$ cat config.mk
export PLATFORM = sky130hd
export DESIGN_NAME = psadc_top
export DESIGN_NICKNAME = d
export VERILOG_FILES = /design/src/psadc_pkg.sv /design/src/psadc_sar.sv /design/src/psadc_top.sv
export SDC_FILE = /design/constraint.sdc
export NUM_CORES = 1
export LEC_CHECK = 0
export ABC_AREA = 1
export BUFFER_PORTS_ARGS = -buffer_cell sky130_fd_sc_hd__buf_2
export CORE_UTILIZATION = 40
export DETAILED_ROUTE_END_ITERATION = 8
export GPL_ROUTABILITY_DRIVEN = 0
export PLACE_DENSITY = 0.65
export SLEW_MARGIN = 5
export SYNTH_ARGS = -nofsm -noshare
export SYNTH_HDL_FRONTEND = slang
export SYNTH_SLANG_ARGS = --single-unit
$ cat constraint.sdc
create_clock -name core_clk -period 2.3 [get_ports core_clk]
set_input_delay 0.115 -clock core_clk [delete_from_list [all_inputs] [get_ports core_clk]]
set_output_delay 0.115 -clock core_clk [all_outputs]
set_load 0.1 [all_outputs]
$ cat src/psadc_pkg.sv
package psadc_pkg;
	localparam int DATA_W = 8;
	localparam int CONV_CYCLES = 16;
	localparam int CNT_W = 5;
	localparam int SAMPLE_CYCLES = 6;
	localparam int CLK_PERIOD_NS = 50;
	localparam int AUTO_PD_NS = 50;
	localparam int AUTO_PD_CYCLES = (AUTO_PD_NS + CLK_PERIOD_NS - 1) / CLK_PERIOD_NS;
	localparam int ADDR_HI_POS = 7;
	localparam int ADDR_LO_POS = 6;
	localparam logic [1:0] ADDR_CR0 = 2'h0;
	localparam logic [1:0] ADDR_CR1 = 2'h1;
	localparam int START_SEL_POS = 5;
	localparam int EOC_MODE_POS = 4;
	localparam int CLK_SEL_POS = 3;
	localparam int SW_PD_POS = 2;
	localparam int TWOS_POS = 1;
	localparam logic [5:0] CTRL_RESET = 6'h00;

	typedef struct packed {
		logic chipSelN;
		logic readN;
		logic writeN;
		logic startN;
	} psadc_strobes_t;

	typedef enum logic [1:0] {
		PSADC_IDLE = 2'b00,
		PSADC_SAMPLE = 2'b01,
		PSADC_CONVERT = 2'b10,
		PSADC_DONE = 2'b11
	} psadc_state_t;
endpackage

$ cat src/psadc_sar.sv
`timescale 1ns/10ps
module psadc_sar #(
	parameter int WIDTH = psadc_pkg::DATA_W
) (
	input wire logic core_clk,
	input wire logic reset_n,
	input wire logic clkEn,
	input wire logic startConv,
	input wire logic compHigh,
	output logic [WIDTH-1:0] trialCode,
	output logic busy,
	output logic done
);
	logic [WIDTH-1:0] bitMask_q;
	logic [WIDTH-1:0] code_q;

	// One bit resolved per step, MSB first
	always_ff @(posedge core_clk or negedge reset_n)
	begin
		if (!reset_n)
		begin
			bitMask_q <= '0;
			code_q <= '0;
			done <= 1'b0;
		end
		else if (clkEn)
		begin
			done <= 1'b0;
			if (startConv)
			begin
				bitMask_q <= {1'b1, {(WIDTH-1){1'b0}}};
				code_q <= {1'b1, {(WIDTH-1){1'b0}}};
			end
			else if (bitMask_q != '0)
			begin
				if (!compHigh)
					code_q <= (code_q & ~bitMask_q) | (bitMask_q >> 1);
				else
					code_q <= code_q | (bitMask_q >> 1);
				bitMask_q <= bitMask_q >> 1;
				done <= (bitMask_q[0] == 1'b1);
			end
		end
	end

	assign trialCode = code_q;
	assign busy = (bitMask_q != '0);
endmodule

$ cat src/psadc_top.sv
// What this block does
// - Bus acts only with chip select low
// - Start pin falls: sample; rises: convert
// - Read strobe falling drives result on bus
// - Config captured at write strobe rising edge
// - Software start: write rising starts sampling
// - Write tied low means hardware configuration
// - Top two bus bits select register
// - Dummy read with write low loads defaults
// - Two control registers: start, clock and powerdown in the first, output format in the second
// - Auto power-down fixed time after conversion
// - Software power-down under host control
// - Successive approximation, 8-bit result
// - Conversion ends after a fixed clock count
// - Data lines driven only during reads
// - Bits 7,6 address; six bits data
// - Each conversion takes sixteen clocks
// - Self-configuration writes zeros to both
// - No read one clock after: power down
`timescale 1ns/10ps
module psadc_top #(
	parameter int WIDTH = psadc_pkg::DATA_W
) (
	input wire logic core_clk,
	input wire logic ext_clk,
	input wire logic reset_n,
	input wire logic clkEn,
	input wire psadc_pkg::psadc_strobes_t strobesIn,
	input wire logic [WIDTH-1:0] dataIn,
	output logic [WIDTH-1:0] dataOut,
	output logic dataOe,
	input wire logic compHigh,
	output logic [WIDTH-1:0] dacCode,
	output logic sampleHold,
	output logic intEocN,
	output logic autoPowerDown,
	output logic swPowerDown,
	output logic useExtClk
);
	psadc_pkg::psadc_strobes_t sync1_q, sync2_q, prev_q;
	logic [1:0] extSync_q;
	logic extPrev_q;
	logic [5:0] ctrlZero_q, ctrlOne_q;
	psadc_pkg::psadc_state_t state_q;
	logic [psadc_pkg::CNT_W-1:0] cnt_q;
	logic [WIDTH-1:0] result_q;
	logic wrSeenHigh_q;
	logic [1:0] syncValid_q;
	logic [WIDTH-1:0] dataSync1_q, dataSync2_q;
	logic [psadc_pkg::CNT_W-1:0] convTicks_q;
	logic [1:0] idleCnt_q;
	logic csActive, rdFall, rdRise, wrRise, stFall, stRise, tick, startConv, sarBusy, sarDone;
	logic [WIDTH-1:0] trial;

	// Pins are asynchronous to core_clk
	always_ff @(posedge core_clk or negedge reset_n)
	begin
		if (!reset_n)
		begin
			sync1_q <= '1;
			sync2_q <= '1;
			prev_q <= '1;
			extSync_q <= 2'h0;
			extPrev_q <= 1'b0;
			dataSync1_q <= '0;
			dataSync2_q <= '0;
			syncValid_q <= 2'h0;
		end
		else if (clkEn)
		begin
			sync1_q <= strobesIn;
			sync2_q <= sync1_q;
			prev_q <= sync2_q;
			extSync_q <= {extSync_q[0], ext_clk};
			extPrev_q <= extSync_q[1];
			dataSync1_q <= dataIn;
			dataSync2_q <= dataSync1_q;
			syncValid_q <= {syncValid_q[0], 1'b1};
		end
	end

	assign csActive = !sync2_q.chipSelN;
	assign rdFall = csActive && prev_q.readN && !sync2_q.readN;
	assign rdRise = csActive && !prev_q.readN && sync2_q.readN;
	assign wrRise = csActive && !prev_q.writeN && sync2_q.writeN;
	assign stFall = prev_q.startN && !sync2_q.startN;
	assign stRise = !prev_q.startN && sync2_q.startN;
	// External clock sampled as an enable; internal oscillator is core_clk
	assign tick = ctrlZero_q[psadc_pkg::CLK_SEL_POS] ? (extSync_q[1] && !extPrev_q) : 1'b1;

	// Write strobe never seen high means pin is strapped low
	always_ff @(posedge core_clk or negedge reset_n)
	begin
		if (!reset_n)
			wrSeenHigh_q <= 1'b0;
		// Sync stages reset to ones, so trust them only once real pin levels arrived
		else if (clkEn && syncValid_q[1] && sync2_q.writeN)
			wrSeenHigh_q <= 1'b1;
	end

	// Control registers
	always_ff @(posedge core_clk or negedge reset_n)
	begin
		if (!reset_n)
		begin
			ctrlZero_q <= psadc_pkg::CTRL_RESET;
			ctrlOne_q <= psadc_pkg::CTRL_RESET;
		end
		else if (clkEn)
		begin
			if (!wrSeenHigh_q && rdFall)
			begin
				ctrlZero_q <= psadc_pkg::CTRL_RESET;
				ctrlOne_q <= psadc_pkg::CTRL_RESET;
			end
			else if (wrSeenHigh_q && wrRise)
			begin
				// Bus synced alongside the strobes, so data and edge line up
				unique case ({dataSync2_q[psadc_pkg::ADDR_HI_POS], dataSync2_q[psadc_pkg::ADDR_LO_POS]})
					psadc_pkg::ADDR_CR0: ctrlZero_q <= dataSync2_q[5:0];
					psadc_pkg::ADDR_CR1: ctrlOne_q <= dataSync2_q[5:0];
					default: ;
				endcase
			end
		end
	end

	psadc_sar #(.WIDTH(WIDTH)) sarCore (
		.core_clk(core_clk),
		.reset_n(reset_n),
		.clkEn(clkEn && tick),
		.startConv(startConv),
		.compHigh(compHigh),
		.trialCode(trial),
		.busy(sarBusy),
		.done(sarDone)
	);

	// Comparator must judge the trial held now, not last cycle's copy
	assign dacCode = trial;

	assign startConv = (state_q == psadc_pkg::PSADC_SAMPLE) &&
		(ctrlZero_q[psadc_pkg::START_SEL_POS] ? (cnt_q == 5'(psadc_pkg::SAMPLE_CYCLES - 1)) : stRise);

	// Sample/convert sequencer
	always_ff @(posedge core_clk or negedge reset_n)
	begin
		if (!reset_n)
		begin
			state_q <= psadc_pkg::PSADC_IDLE;
			cnt_q <= '0;
			result_q <= '0;
		end
		else if (clkEn && tick)
		begin
			unique case (state_q)
				psadc_pkg::PSADC_IDLE, psadc_pkg::PSADC_DONE:
				begin
					cnt_q <= '0;
					if (ctrlZero_q[psadc_pkg::START_SEL_POS] ?
						(wrRise || (state_q == psadc_pkg::PSADC_DONE && rdRise)) : stFall)
						state_q <= psadc_pkg::PSADC_SAMPLE;
				end
				psadc_pkg::PSADC_SAMPLE:
				begin
					cnt_q <= cnt_q + 5'h01;
					if (startConv)
					begin
						state_q <= psadc_pkg::PSADC_CONVERT;
						cnt_q <= '0;
					end
				end
				psadc_pkg::PSADC_CONVERT:
				begin
					cnt_q <= cnt_q + 5'h01;
					if (cnt_q == 5'(psadc_pkg::CONV_CYCLES - 1))
					begin
						state_q <= psadc_pkg::PSADC_DONE;
						result_q <= ctrlOne_q[psadc_pkg::TWOS_POS] ? {~trial[WIDTH-1], trial[WIDTH-2:0]} : trial;
					end
				end
			endcase
		end
	end

	// Power-down and completion outputs
	always_ff @(posedge core_clk or negedge reset_n)
	begin
		if (!reset_n)
		begin
			idleCnt_q <= 2'h0;
			autoPowerDown <= 1'b0;
			swPowerDown <= 1'b0;
			intEocN <= 1'b1;
			sampleHold <= 1'b0;
			useExtClk <= 1'b0;
		end
		else if (clkEn)
		begin
			swPowerDown <= ctrlZero_q[psadc_pkg::SW_PD_POS] && !csActive;
			useExtClk <= ctrlZero_q[psadc_pkg::CLK_SEL_POS];
			sampleHold <= (state_q == psadc_pkg::PSADC_SAMPLE);
			if (state_q != psadc_pkg::PSADC_DONE || rdFall)
			begin
				idleCnt_q <= 2'h0;
				autoPowerDown <= 1'b0;
			end
			else if (idleCnt_q < 2'(psadc_pkg::AUTO_PD_CYCLES))
				idleCnt_q <= idleCnt_q + 2'h1;
			else
				autoPowerDown <= 1'b1;
			if (ctrlZero_q[psadc_pkg::EOC_MODE_POS])
				intEocN <= (state_q != psadc_pkg::PSADC_CONVERT);
			else
				intEocN <= !(tick && state_q == psadc_pkg::PSADC_CONVERT && cnt_q == 5'(psadc_pkg::CONV_CYCLES - 1));
		end
	end

	// Read port: drive only while read strobe is low
	always_ff @(posedge core_clk or negedge reset_n)
	begin
		if (!reset_n)
		begin
			dataOe <= 1'b0;
			dataOut <= '0;
		end
		else if (clkEn)
		begin
			if (rdFall)
			begin
				dataOe <= 1'b1;
				dataOut <= result_q;
			end
			else if (!csActive || sync2_q.readN)
				dataOe <= 1'b0;
		end
	end

	// Independent tick count of each conversion, for the length check
	always_ff @(posedge core_clk or negedge reset_n)
	begin
		if (!reset_n)
			convTicks_q <= '0;
		else if (clkEn && state_q != psadc_pkg::PSADC_CONVERT)
			convTicks_q <= '0;
		else if (clkEn && tick)
			convTicks_q <= convTicks_q + 5'h01;
	end

	bus_quiet_a: assert property (@(posedge core_clk) disable iff (!reset_n)
		clkEn && !csActive |=> !dataOe)
		else $error("Bus driven without chip select");
	read_drive_a: assert property (@(posedge core_clk) disable iff (!reset_n)
		clkEn && rdFall |=> dataOe && dataOut == $past(result_q))
		else $error("Read not driven");
	default_load_a: assert property (@(posedge core_clk) disable iff (!reset_n)
		clkEn && rdFall && !wrSeenHigh_q |=> ctrlZero_q == 6'h00 && ctrlOne_q == 6'h00)
		else $error("Defaults not loaded");
	cfg_write_a: assert property (@(posedge core_clk) disable iff (!reset_n)
		clkEn && wrRise && wrSeenHigh_q && dataSync2_q[7:6] == 2'h0 |=> ctrlZero_q == $past(dataSync2_q[5:0]))
		else $error("Write lost");
	conv_len_a: assert property (@(posedge core_clk) disable iff (!reset_n)
		$rose(state_q == psadc_pkg::PSADC_DONE) |-> convTicks_q == 5'(psadc_pkg::CONV_CYCLES))
		else $error("Conversion length");
	auto_pd_a: assert property (@(posedge core_clk) disable iff (!reset_n)
		$rose(state_q == psadc_pkg::PSADC_DONE) && !rdFall && clkEn ##1 (clkEn && !rdFall)[*3] |=> autoPowerDown)
		else $error("No auto power-down");
	hw_start_a: assert property (@(posedge core_clk) disable iff (!reset_n)
		clkEn && tick && startConv |=> state_q == psadc_pkg::PSADC_CONVERT)
		else $error("Start missed");
	eoc_level_a: assert property (@(posedge core_clk) disable iff (!reset_n)
		clkEn && ctrlZero_q[4] && state_q == psadc_pkg::PSADC_CONVERT |=> !intEocN)
		else $error("EOC level wrong");
	conv_done_c: cover property (@(posedge core_clk) disable iff (!reset_n) $rose(state_q == psadc_pkg::PSADC_DONE));
	read_c: cover property (@(posedge core_clk) disable iff (!reset_n) rdFall && state_q == psadc_pkg::PSADC_DONE);
	sw_start_c: cover property (@(posedge core_clk) disable iff (!reset_n) wrRise && ctrlZero_q[5]);
	twos_c: cover property (@(posedge core_clk) disable iff (!reset_n) $rose(state_q == psadc_pkg::PSADC_DONE) && ctrlOne_q[1]);
endmodule

==> results.sh <==
export IMPL_grt_pass1_vias=2759
export IMPL_ctsLongestPathBuffers=2
export IMPL_vias=2848
export IMPL_violations="design-rule violations"
export IMPL_drt_wl_total_um=6850
export IMPL_clk_latency_ns=0.36
export IMPL_cts_buffers=9
export IMPL_final_cell_area_sq_mm=0.00434
export IMPL_max_freq_ghz=0.569
export IMPL_hold_path_class="in -> reg"
export IMPL_area_delta_synth_final_pct=15.0
export IMPL_cts_max_level=3
export IMPL_gr_total_overflow=0
export IMPL_yosysTopAreaCellShare_pct=47.1
export IMPL_critPathBufInv=2
export IMPL_fp_row_count=35
export IMPL_cp_required_ns=2.54
export IMPL_drtPass1Iterations=6
export IMPL_ant_nets=0
export IMPL_max_stage_delay_ns=0.40
export IMPL_synth_top_family_by_area="simple AND/OR/NAND/NOR gates"
export IMPL_finalPower_uw=5140
export IMPL_avgSynthCellArea_sq_um=8.68
export IMPL_post_drt_wl_per_cell_um=11.4
export IMPL_synth_most_common_cell="nand2_1"
export IMPL_synth_seq_area_share_pct=55.4
export IMPL_path_delay_family="simple AND/OR/NAND/NOR gates"
export IMPL_cp_start_kind="flop"
export IMPL_final_util_pct=47.2
export IMPL_cellLeakagePower_uw=0.00229
export IMPL_via_per_inst=4.74
export IMPL_drive_gt1_share_pct=17.8
export IMPL_grt_usage_pct=15.6
export IMPL_core_area_sq_mm=0.00920
export IMPL_maxCapViolations=0
export IMPL_fillers=915
export IMPL_synth_compound_area_share_pct=6.13
export IMPL_synth_common_cells="nand2_1, dfrtp_1, inv_1"
export IMPL_synth_async_reset_ratio_pct=100
export IMPL_yosysUniqueCellTypes=27
export IMPL_clk_pin_slew_ns=0.08
export IMPL_rsz0062_at_grt="no"
export IMPL_fp_dieH_um=99.2
export IMPL_r2r_cells=11
export IMPL_yosys_top_cells_area="dfrtp_1, nand2_1, dfstp_2"
export IMPL_setup_ws_ns=0.541
export IMPL_synth_fa_ha_area_share_pct=2.65
export IMPL_synth_simple_area_share_pct=27.8
export IMPL_ios=39
export IMPL_syn_area_sq_mm=0.00378
export IMPL_antenna_found_initial=0
export IMPL_multiInputGateArea_sq_mm=0.00142
export IMPL_relSlewSlack_pct=66.1
export IMPL_hpwl_um=4660
export IMPL_reg2reg_slack_ns=0.54
export IMPL_crit_path_end_kind="flop"
export IMPL_grt_max_degree=52
export IMPL_finClkSkew_ns=0.00792
export IMPL_synth_nets=460
export IMPL_drv_slew=0
export IMPL_synth_edf_count=0
export IMPL_arrival_ns=2.00
export IMPL_hold_viol_final=0
export IMPL_setup_tns_ns=0
export IMPL_status="finished, violations left"
export IMPL_port_buffers=37
export IMPL_dpl_cell_area_sq_mm=0.00404
export IMPL_ctsHoldBuffers=13
export IMPL_path_cells="inv_1, ha_1, nand2_1, inv_1, nand2_1, nand2_1, nand3_1, nand2_1, nand2_2, nand2_1, nand2_1"
export IMPL_muxShareOfSynthArea_pct=0
export IMPL_yosys_warnings=0
export IMPL_tightest_slew_ns=0.508
export IMPL_layout_area_seq_sq_mm=0.00209
export IMPL_hold_path_depth=2
export IMPL_root_buffer="clkbuf_8"
export IMPL_peakVddDrop_mv=0.463
export IMPL_drtIter0Drc=122
export IMPL_yosysTopAreaCell="dfrtp_1"
export IMPL_post_place_ws_ns=0.566
export IMPL_cts_sinks=83
export IMPL_grt_pass1_wl_um=12300
export IMPL_powerDensity_mw_per_mm2=1180
export IMPL_design_die_area_sq_mm=0.00983
export IMPL_setup_viol=0
export IMPL_nets=510
export IMPL_initial_core_util_pct=41.1
export IMPL_cp_max_fo=11
export IMPL_ctsResizeCount=0
export IMPL_cts_tree="yes"
export IMPL_cp_num_cells=11
export IMPL_cpMostUsedCell="nand2_1"
export IMPL_synth_seq_cells=83
export IMPL_die_w_um=99.2
export IMPL_crit_type="reg -> reg"
export IMPL_n_antenna_cell=0
export IMPL_drc=2
export IMPL_ys_flop_type="dfrtp_1"
export IMPL_finalCriticalPeriod_ns=1.76
export IMPL_cts_setup_buffers=0
export IMPL_syn_inst=435
export IMPL_post_route_period_util_pct=76.5
export IMPL_crit_path_top_delay_cell="dfrtp_1"
export IMPL_synthXorXnorAreaFrac_pct=0.928
worst register-to-register path: stages (launching register included):
cell	delay, ns
dfrtp_1	0.40
inv_1	0.08
ha_1	0.14
nand2_1	0.05
inv_1	0.07
nand2_1	0.05
nand2_1	0.07
nand3_1	0.32
nand2_1	0.19
nand2_2	0.15
nand2_1	0.09
nand2_1	0.05
metrics by stage:
step	hold WS, ns	cells
after global routing	0.0677	601
final	0.0362	601
after detailed placement	0.127	572
after CTS	0.0291	601
after global placement	0.120	572
after floorplan	-0.181	435
routing by layer:
metal	vias up	wire (um)	track usage, %
met2	37	3160	25.9
met5	-	0	0
met3	11	200	2.74
met4	0	130	6.79
met1	1337	3360	20.3
li1	1463	-	-
path summary, 6_finish.rpt:
| check | to | from |
|---|---|---|
| max | sarCore.trialCode[6] | cnt_q[1] |
| min | prev_q[0] | clkEn |
| max reg2reg | sarCore.trialCode[6] | cnt_q[1] |
| min reg2reg | syncValid_q[0] | syncValid_q[0] |
| max in group asynchronous | prev_q[0] | reset_n |
| min in group asynchronous | result_q[2] | reset_n |
sequential cells by signal (all words and copies together) (netlist names), 2 cells and up:
| signal | flops |
|---|---|
| dataOut | 8 |
| result_q | 8 |
| sarCore.bitMask_q | 8 |
| sarCore.trialCode | 8 |
| dataSync1_q | 7 |
| dataSync2_q | 7 |
| cnt_q | 5 |
| ctrlZero_q | 4 |
| sync1_q | 4 |
| sync2_q | 4 |
| prev_q | 3 |
| extSync_q | 2 |
| idleCnt_q | 2 |
| state_q | 2 |
| syncValid_q | 2 |
placed cells by master (no fill, tap or decap), drive strengths merged:
master / count
a21oi: 6
buf: 39
clkbuf: 11
clkinvlp: 4
dfrtp: 71
dfstp: 12
dlygate4sd3: 13
ha: 8
inv: 47
nand2: 169
nand3: 30
nand3b: 1
nand4: 12
nor2: 29
nor3: 2
o21ai: 32
xnor2: 1
xor2: 3
area by class of cell:
cell class	instances	share of cell area, %
Clock buffer	11	3.03
Clock inverter	5	0.893
Inverter	46	4.15
Multi-Input combinational cell	293	32.6
Sequential cell	83	48.2
Tap cell	111	3.20
Timing Repair Buffer	52	7.95
cells by family after synthesis:
family | Yosys count
buf+inv | 59
xor+xnor | 4
simple gates | 243
compound gates | 38
flops | 83
fa+ha+maj | 8
report_power, final:
group | internal, uW | switching, uW | leakage [uW]
Clock | 396 | 535 | 0.0000722
Sequential | 1780 | 254 | 0.00102
Combinational | 485 | 1690 | 0.00120
No activity file was read; power rests on OpenSTA's default activity.
